===== config.mk =====
export PLATFORM = sky130hd
export DESIGN_NAME = scm_top
export DESIGN_NICKNAME = d
export VERILOG_FILES = /design/src/hw/scm_pkg.sv /design/src/hw/scm_top.sv
export VERILOG_INCLUDE_DIRS = /design/src /design/src/hw
export SDC_FILE = /design/constraint.sdc
export NUM_CORES = 2
export LEC_CHECK = 0
export BUFFER_PORTS_ARGS = -buffer_cell sky130_fd_sc_hd__clkbuf_2
export CAP_MARGIN = 20
export CORE_MARGIN = 4
export CORE_UTILIZATION = 57
export DETAILED_ROUTE_END_ITERATION = 8
export PLACE_DENSITY_LB_ADDON = 0.15
export SYNTH_ARGS = -nofsm -noshare
export SYNTH_HDL_FRONTEND = slang
export SYNTH_SLANG_ARGS = --single-unit

===== constraint.sdc =====
create_clock -name core_clk -period 38.2 [get_ports core_clk]
set_input_delay 7.64 -clock core_clk [delete_from_list [all_inputs] [get_ports core_clk]]
set_output_delay 7.64 -clock core_clk [all_outputs]
set_load 0.03 [all_outputs]

===== src/hw/scm_defs.svh =====
// constants for the profile and multistep speed select block
`ifndef SCM_DEFS_SVH
`define SCM_DEFS_SVH
// ==========================================================
// register byte offsets
`define SCM_OFS_CTRL       8'h00
`define SCM_OFS_STATUS     8'h04
`define SCM_OFS_SPEED_REF  8'h08
`define SCM_OFS_ACCEL      8'h0C
`define SCM_OFS_PROF_BASE  8'h40
`define SCM_OFS_PRESET_BASE 8'h80
// ==========================================================
// field positions
`define SCM_CTRL_RUN       0
`define SCM_CTRL_ASG_SC0   1
`define SCM_CTRL_ASG_SC1   2
`define SCM_CTRL_ASG_SPD   4
// ==========================================================
// reset values and write limits, units of 0.01 ft/s2 and 0.1 ft/s3
`define SCM_RATE_DEF       16'h012C
`define SCM_RATE_MAX       16'h031F
`define SCM_JERK_DEF       16'h0050
`define SCM_JERK_MAX       16'h012B
`define SCM_PRESET_DEF     16'h0000
// ==========================================================
// timing
`define SCM_CLK_HZ         20000000
`define SCM_STABLE_MS      50
`define SCM_STABLE_CYC     ((`SCM_CLK_HZ / 1000) * `SCM_STABLE_MS)
`define SCM_UPD_CYC        20000
`endif


===== src/hw/scm_pkg.sv =====
// types for the profile and multistep speed select block
`default_nettype none
package scm_pkg;
  // ==========================================================
  // one profile set
  typedef struct packed {
    logic [15:0] accel;
    logic [15:0] decel;
    logic [15:0] jerk_ai;
    logic [15:0] jerk_ao;
    logic [15:0] jerk_di;
    logic [15:0] jerk_do;
  } scm_prof_t;
  // wishbone request bundle
  typedef struct packed {
    logic        cyc;
    logic        stb;
    logic        we;
    logic [3:0]  sel;
    logic [7:0]  adr;
    logic [31:0] dat;
  } scm_wb_req_t;
  typedef enum logic [2:0] {
    SCM_IDLE  = 3'b001,
    SCM_ACC   = 3'b010,
    SCM_DEC   = 3'b100
  } scm_phase_t;
endpackage : scm_pkg
`default_nettype wire


===== src/hw/scm_top.sv =====
// profile set select, multistep speed select and jerk-limited speed reference
// Summary of operation
// - no profile select assigned means profile set zero is always active
// - each profile select bit separately assignable; unassigned bit reads zero
// - select bits decode binary, bit one upper, to sets zero to three
// - zero jerk limit lets acceleration step in that segment
// - zero acceleration or deceleration limit removes that rate limit
// - four sets each hold own accel and decel limits, default 3.00
// - accel-in jerk bounds acceleration rise while speeding up
// - accel-out jerk bounds acceleration fall nearing commanded speed
// - decel-in jerk bounds deceleration rise while slowing
// - decel-out jerk bounds deceleration fall settling onto target speed
// - fifteen programmable speed presets selected by four select inputs
// - speed index zero is always zero speed, not writable
// - unassigned speed select bits read zero
// - new speed select pattern acted on after 50 ms stable
// - speed reference follows command within active profile limits
// - parameter and preset writes rejected while in run mode
//
// Chosen here: the address map and register access over Wishbone.
`default_nettype none
`include "scm_defs.svh"
module scm_top
  import scm_pkg::*;
#(
  parameter int unsigned STABLE_CYC = `SCM_STABLE_CYC, // input stable time
  parameter int unsigned UPD_CYC    = `SCM_UPD_CYC     // profile update tick
) (
  input  wire logic        core_clk,     // 20 MHz clock
  input  wire logic        rstn,         // async reset, active low
  input  wire logic        wb_cyc_i,     // wishbone cycle
  input  wire logic        wb_stb_i,     // wishbone strobe
  input  wire logic        wb_we_i,      // wishbone write
  input  wire logic [3:0]  wb_sel_i,     // byte enables
  input  wire logic [7:0]  wb_adr_i,     // byte address
  input  wire logic [31:0] wb_dat_i,     // write data
  output logic      [31:0] wb_dat_o,     // read data
  output logic             wb_ack_o,     // acknowledge
  input  wire logic [1:0]  prof_sel_pin, // profile select pins
  input  wire logic [3:0]  speed_sel_pin,// speed select pins
  output logic      [1:0]  active_set,   // active profile set
  output logic      [3:0]  active_index, // accepted speed index
  output logic signed [15:0] speed_ref   // speed reference
);
  // ==========================================================
  // register storage
  scm_prof_t       prof_reg [4];
  logic [15:0]     preset_reg [16];
  logic [7:0]      ctrl_reg;
  logic            ack_reg;
  logic [31:0]     rdat_reg;
  scm_wb_req_t     req;

  assign req = '{cyc: wb_cyc_i, stb: wb_stb_i, we: wb_we_i, sel: wb_sel_i,
                 adr: wb_adr_i, dat: wb_dat_i};

  // address decode
  wire        acc_go    = req.cyc & req.stb & ~ack_reg;
  wire        wr_go     = acc_go & req.we;
  wire        run_mode  = ctrl_reg[`SCM_CTRL_RUN];
  wire        hit_ctrl  = req.adr == `SCM_OFS_CTRL;
  wire        hit_prof  = req.adr[7:6] == 2'b01;
  wire        hit_pre   = req.adr[7:6] == 2'b10;
  wire [1:0]  w_set     = req.adr[5:4];
  wire [1:0]  w_pair    = req.adr[3:2];
  wire [3:0]  w_idx     = req.adr[5:2];
  wire        wr_lock   = run_mode;
  wire        wr_par    = wr_go & ~wr_lock;
  wire [15:0] lo_half   = {req.sel[1] ? req.dat[15:8] : 8'h00, req.sel[0] ? req.dat[7:0] : 8'h00};
  wire [15:0] hi_half   = {req.sel[3] ? req.dat[31:24] : 8'h00,
                           req.sel[2] ? req.dat[23:16] : 8'h00};

  // clamp a field to its documented range
  function automatic logic [15:0] scm_clamp(input logic [15:0] v, input logic [15:0] mx);
    scm_clamp = (v > mx) ? mx : v;
  endfunction : scm_clamp

  // control register and wishbone ack
  always_ff @(posedge core_clk or negedge rstn) begin
    if (!rstn) begin
      ctrl_reg <= 8'h00;
      ack_reg  <= 1'b0;
    end else begin
      ack_reg <= acc_go;
      if (wr_go && hit_ctrl && req.sel[0]) begin
        ctrl_reg <= req.dat[7:0];
      end
    end
  end

  // profile sets, reset to defaults, writes locked in run mode
  always_ff @(posedge core_clk or negedge rstn) begin
    if (!rstn) begin
      for (int i = 0; i < 4; i++) begin
        prof_reg[i] <= '{`SCM_RATE_DEF, `SCM_RATE_DEF, `SCM_JERK_DEF,
                         `SCM_JERK_DEF, `SCM_JERK_DEF, `SCM_JERK_DEF};
      end
    end else if (wr_par && hit_prof) begin
      unique case (w_pair)
        2'd0: begin
          prof_reg[w_set].accel <= scm_clamp(lo_half, `SCM_RATE_MAX);
          prof_reg[w_set].decel <= scm_clamp(hi_half, `SCM_RATE_MAX);
        end
        2'd1: begin
          prof_reg[w_set].jerk_ai <= scm_clamp(lo_half, `SCM_JERK_MAX);
          prof_reg[w_set].jerk_ao <= scm_clamp(hi_half, `SCM_JERK_MAX);
        end
        2'd2: begin
          prof_reg[w_set].jerk_di <= scm_clamp(lo_half, `SCM_JERK_MAX);
          prof_reg[w_set].jerk_do <= scm_clamp(hi_half, `SCM_JERK_MAX);
        end
        default: begin
        end
      endcase
    end
  end

  // speed presets; index zero has no storage write path
  always_ff @(posedge core_clk or negedge rstn) begin
    if (!rstn) begin
      for (int i = 0; i < 16; i++) begin
        preset_reg[i] <= `SCM_PRESET_DEF;
      end
    end else if (wr_par && hit_pre && w_idx != 4'd0) begin
      preset_reg[w_idx] <= lo_half;
    end
  end

  // ==========================================================
  // input synchronisers, three stages each
  logic [1:0] ps_s1, ps_s2, ps_s3;
  logic [3:0] ss_s1, ss_s2, ss_s3;
  always_ff @(posedge core_clk or negedge rstn) begin
    if (!rstn) begin
      ps_s1 <= 2'b00;
      ps_s2 <= 2'b00;
      ps_s3 <= 2'b00;
      ss_s1 <= 4'h0;
      ss_s2 <= 4'h0;
      ss_s3 <= 4'h0;
    end else begin
      ps_s1 <= prof_sel_pin;
      ps_s2 <= ps_s1;
      ps_s3 <= ps_s2;
      ss_s1 <= speed_sel_pin;
      ss_s2 <= ss_s1;
      ss_s3 <= ss_s2;
    end
  end

  // profile and speed select masking and decode
  wire [1:0] ps_asg  = {ctrl_reg[`SCM_CTRL_ASG_SC1], ctrl_reg[`SCM_CTRL_ASG_SC0]};
  wire       ps_agree = ps_s2 == ps_s3;
  wire [1:0] prof_idx = ps_s3 & ps_asg;
  wire [3:0] ss_asg  = ctrl_reg[`SCM_CTRL_ASG_SPD +: 4];
  wire       ss_agree = ss_s2 == ss_s3;
  wire [3:0] ss_val  = ss_s3 & ss_asg;

  // active set latched once the last two synchroniser stages agree
  logic [1:0] set_reg;
  always_ff @(posedge core_clk or negedge rstn) begin
    if (!rstn) begin
      set_reg <= 2'd0;
    end else if (ps_agree) begin
      set_reg <= prof_idx;
    end
  end
  scm_prof_t act;
  assign act = prof_reg[set_reg];

  // speed select stability filter
  logic [3:0]  cand_reg;
  logic [31:0] stab_cnt;
  logic [3:0]  idx_reg;
  always_ff @(posedge core_clk or negedge rstn) begin
    if (!rstn) begin
      cand_reg <= 4'h0;
      stab_cnt <= 32'h0000_0000;
      idx_reg  <= 4'h0;
    end else if (!ss_agree || ss_val != cand_reg) begin
      cand_reg <= ss_agree ? ss_val : cand_reg;
      stab_cnt <= 32'h0000_0000;
    end else if (stab_cnt < STABLE_CYC - 1) begin
      stab_cnt <= stab_cnt + 32'h0000_0001;
    end else begin
      idx_reg <= cand_reg;
    end
  end

  wire signed [15:0] target = (idx_reg == 4'd0) ? 16'sh0000
                                                : $signed(preset_reg[idx_reg]);

  // ==========================================================
  // s-curve generator, one step per update tick
  logic [31:0] tick_cnt;
  wire         tick = tick_cnt == UPD_CYC - 1;
  logic signed [15:0] ref_reg;
  logic signed [15:0] acc_reg;
  scm_phase_t  phase_reg;

  wire signed [17:0] err    = target - ref_reg;
  wire signed [17:0] lim_a = (act.accel == 16'h0000) ? 18'sh1_FFFF : {2'b00, act.accel};
  wire signed [17:0] lim_d = (act.decel == 16'h0000) ? 18'sh1_FFFF : {2'b00, act.decel};
  wire         up     = err > 0;
  wire signed [17:0] mag_e = up ? err : -err;
  wire signed [17:0] acc_m = (acc_reg < 0) ? -acc_reg : acc_reg;
  wire [15:0]  j_in   = up ? act.jerk_ai : act.jerk_di;
  wire [15:0]  j_out  = up ? act.jerk_ao : act.jerk_do;
  wire signed [17:0] lim  = up ? lim_a : lim_d;
  wire         near   = mag_e <= acc_m;
  wire signed [17:0] acc_tgt = near ? mag_e : lim;
  wire [15:0]  jstep  = (acc_tgt > acc_m) ? j_in : j_out;
  wire signed [17:0] rise = (jstep == 16'h0000) ? acc_tgt : acc_m + {2'b00, jstep};
  wire signed [17:0] fall = (jstep == 16'h0000) ? acc_tgt : acc_m - {2'b00, jstep};
  wire signed [17:0] acc_mn = (acc_tgt > acc_m) ? ((rise > acc_tgt) ? acc_tgt : rise)
                                                : ((fall < acc_tgt) ? acc_tgt : fall);
  wire signed [17:0] step  = (acc_mn > mag_e) ? mag_e : acc_mn;
  wire signed [17:0] ref_n = up ? ref_reg + step : ref_reg - step;

  always_ff @(posedge core_clk or negedge rstn) begin
    if (!rstn) begin
      tick_cnt  <= 32'h0000_0000;
      ref_reg   <= 16'sh0000;
      acc_reg   <= 16'sh0000;
      phase_reg <= SCM_IDLE;
    end else begin
      tick_cnt <= tick ? 32'h0000_0000 : tick_cnt + 32'h0000_0001;
      if (tick) begin
        ref_reg   <= ref_n[15:0];
        acc_reg   <= up ? step[15:0] : -step[15:0];
        phase_reg <= (err == 0) ? SCM_IDLE : (up ? SCM_ACC : SCM_DEC);
      end
    end
  end

  // ==========================================================
  // read mux
  wire [31:0] rd_prof = (w_pair == 2'd0) ? {prof_reg[w_set].decel, prof_reg[w_set].accel}
                      : (w_pair == 2'd1) ? {prof_reg[w_set].jerk_ao, prof_reg[w_set].jerk_ai}
                      : (w_pair == 2'd2) ? {prof_reg[w_set].jerk_do, prof_reg[w_set].jerk_di}
                      : 32'h0000_0000;
  wire [31:0] rd_stat = {19'h0_0000, phase_reg, idx_reg, 2'b00, set_reg, 2'b00};
  wire [31:0] rd_mux  = hit_ctrl ? {24'h00_0000, ctrl_reg}
                      : (req.adr == `SCM_OFS_STATUS) ? rd_stat
                      : (req.adr == `SCM_OFS_SPEED_REF) ? {16'h0000, ref_reg}
                      : (req.adr == `SCM_OFS_ACCEL) ? {16'h0000, acc_reg}
                      : hit_prof ? rd_prof
                      : hit_pre ? {16'h0000, preset_reg[w_idx]}
                      : 32'h0000_0000;
  always_ff @(posedge core_clk or negedge rstn) begin
    if (!rstn) begin
      rdat_reg <= 32'h0000_0000;
    end else if (acc_go) begin
      rdat_reg <= rd_mux;
    end
  end

  assign wb_ack_o     = ack_reg;
  assign wb_dat_o     = rdat_reg;
  assign active_set   = set_reg;
  assign active_index = idx_reg;
  assign speed_ref    = ref_reg;
endmodule : scm_top
`default_nettype wire


==> results.json <==
{
  "maxCapViolations": 0,
  "synth_cells": 4450,
  "vdd_drop_max_mv": 0.03828,
  "drt_drc_violations_left": 0,
  "globalplace.congestion": 1.012,
  "grt_antenna_before_repair": 7,
  "synth_edf_count": 0,
  "cts_htree_levels": 3,
  "hpwl_mm": 103.8,
  "p_int_mw": 1.553,
  "crit_slowest_cell": "nor2_2",
  "cts.clk_slew.worst_paths_ns": 0.06,
  "cts_resized": 0,
  "grt_usage": 0.3388,
  "p_leak_nw": 22.60,
  "postSynth.asyncResetShare": 1.000,
  "max_slew.worst_pin.slew_ns": 1.150,
  "regArea_um2": 20310,
  "p_seq_frac": 0.402,
  "cp-start-kind": "flop",
  "fp.coreArea_um2": 82370,
  "swShare": 0.2970,
  "comb_power_share": 0.199,
  "final-max-slew-violation-count": 0,
  "die_w_um": 296.9,
  "first_global_vias": 35910,
  "wl_per_cell_um": 27.11,
  "cp_data_arrival_time_ns": 24.83,
  "relSlewSlack": 0.2334,
  "grt_pass1_wl_mm": 228.2,
  "path_class": "flop to flop",
  "n_fill_cell": 6553,
  "synth_seq_cells": 808,
  "routed_wl_mm": 150.3,
  "whs_ns": 0.3481,
  "dp.cells": 5386,
  "die_h_um": 296.9,
  "drive_gt1_frac": 0.1864,
  "hp-class": "flop to flop",
  "tns_ns": 0,
  "outcome": "completed",
  "final_cell_mix": "dfrtp_1 (739), nand2_1 (651), o21ai_0 (515)",
  "critPathRequiredTime_ns": 38.69,
  "synth_warnings": 0,
  "avgViaCountPerCell": 6.665,
  "power_mw": 2.209,
  "ios": 110,
  "min_period_ns": 24.34,
  "first_pass_iters": 6,
  "critPathMaxStageDelay_ns": 0.85,
  "worstPathMaxFanout": 57,
  "syn-mean-instance-area_um2": 10.69,
  "p_per_area_nw_per_um2": 42.57,
  "fmax_mhz": 41.09,
  "rows": 105,
  "crit_path_end_kind": "flop",
  "rsz0062_at_grt": "false",
  "cts_tree": "built",
  "die_area_um2": 88170,
  "vias": 36960,
  "area_growth_pct": 9.027,
  "largest_register_ffs": 384,
  "grt_start_max_net_pins": 159,
  "drtIter0Drc": 3752,
  "cts_made_buffers": 86,
  "nets": 4625,
  "multi_input_comb_area_um2": 25650,
  "cts_hold_buf": 0,
  "yosysSeqAreaShare": 0.4266,
  "synth_ff_type": "dfrtp_1",
  "layout_commonest_cell": "dfrtp_1",
  "hold_violations": 0,
  "synth_area_um2": 47580,
  "finalCritPeriodShare": 0.6370,
  "cts_buffer_depth": 3,
  "fin_skew_ns": 0.04493,
  "setup_violations": 0,
  "synthDistinctLibCells": 108,
  "start_util": 0.5777,
  "cts-root-buf": "clkbuf_16",
  "port_buffers": 109,
  "postCtsSetupRepairBufs": 0,
  "cp_common_cell": "a21oi_1",
  "clkPwrFrac": 0.399,
  "insertion_delay_ns": 0.67,
  "p_sw_mw": 0.6560,
  "final_cells": 5545,
  "clock_sinks": 808,
  "drtAntennaViolNets": 0,
  "grt-ovfl-total": 0
}
## Yosys cell counts, types with 6 or more instances
cell         n  area, um2
a22o_1      98      858.3
xnor2_1     89      779.5
a211o_1      8      70.07
a221oi_1    17      148.9
or2_2        6      37.54
o21ai_0    519       2597
or3_1       18      112.6
o21ai_1     12      60.06
and3_1      31      193.9
o2111ai_1   10      87.58
o22ai_1     12      75.07
a211oi_1    19      142.6
a21o_1      41      307.8
dfstp_2     65       1708
mux2_2      22      247.7
o21a_1       9      67.56
mux4_2     351       7905
o31ai_1      7      52.55
dfrtp_1    743      18590
a22oi_1     33      247.7
nor3_1      33      165.2
ha_1       159       1989
nor2b_1     32      200.2
clkbuf_1   250      938.4
nand2_1    656       2462
nor2_1     198      743.2
mux2i_1     69      690.7
o22a_1       8      70.07
nand3_1     63      315.3
and4_1       9      78.83
a21oi_1    143      715.7
a311oi_1     6      52.55
and2_1     199       1245
a31oi_1     13      81.33
nor4_1      46      287.8
nand4_1     36      225.2
buf_2       24      120.1
xor2_1      65      569.3
o21bai_1    20      150.1
nand2b_1    18      112.6
o211ai_1    11      82.58
inv_1      121      454.2
buf_1       28      105.1
## worst max-delay path, delay by kind of cell, from the launching register on
family | cells | cell delay [ns]
AOI/OAI and AO/OA | 48 | 10.38
and+or+nand+nor | 25 | 6.13
muxes | 6 | 2.36
adders and majority gates | 7 | 2.17
buffers and inverters | 9 | 1.97
DFF | 1 | 0.61
xor gates and xnor gates | 2 | 0.34
## cells by family after synthesis
kind of cell	after synthesis	synth area share
muxes	448	0.1877
AOI/OAI and AO/OA	1056	0.1391
xor gates and xnor gates	154	0.02835
DFF	808	0.4266
buffers and inverters	436	0.03613
and+or+nand+nor	1384	0.1386
adders and majority gates	163	0.04349
other	1	0.00007881
## layer usage
layer  vias to the layer above  GRT usage  share of wire
met1                     18580     0.4787           0.41
met2                      1819     0.5129           0.45
li1                      16170          -              -
met3                       382    0.08275           0.10
met4                         8     0.1311          0.043
met5                         -          0        0.00036
## path summary, 6_finish.rpt
kind                                        startpoint                          end  slack (ns)  cells after the start
max                        active_index[0]$_DFFE_PN0P_    speed_ref[15]$_DFFE_PN0N_       13.86                     97
min                                 ss_s1[1]$_DFF_PN0_           ss_s2[1]$_DFF_PN0_        0.35                      0
max reg2reg                active_index[0]$_DFFE_PN0P_    speed_ref[15]$_DFFE_PN0N_       13.86                     97
min reg2reg                         ss_s1[1]$_DFF_PN0_           ss_s2[1]$_DFF_PN0_        0.35                      0
max in group asynchronous                         rstn     wb_dat_o[17]$_DFFE_PN0P_       27.95                      4
min in group asynchronous                         rstn  preset_reg[189]$_DFFE_PN0P_        7.03                      1
## layout make-up
cell class / instances / share of cell area
Antenna cell: 1 / 0.00004823
Clock buffer: 117 / 0.04645
Clock inverter: 38 / 0.01078
Inverter: 125 / 0.009044
Multi-Input combinational cell: 3209 / 0.4944
Sequential cell: 808 / 0.3915
Tap cell: 1070 / 0.02581
Timing Repair Buffer: 177 / 0.02190
## power groups by stage
stage               logic [mW]  registers, mW  clock network [mW]
finish                   0.441          0.887               0.881
global route             0.479          0.888               0.925
CTS                      0.434          0.886               0.892
detailed placement       0.430          0.901                   0
global placement         0.430          0.900                   0
floorplan                0.303          0.898                   0
## metrics by stage
step	utilization	area, um2	worst slack, ns
2_1_floorplan	-	47600	16.50
3_3_place_gp	0.5930	48850	14.60
3_5_place_dp	0.5930	48850	14.06
4_1_cts	0.6290	51810	13.92
5_1_grt	0.6298	51880	12.08
6_report	0.6298	51880	13.86
No activity file was read; power rests on OpenSTA's default activity.
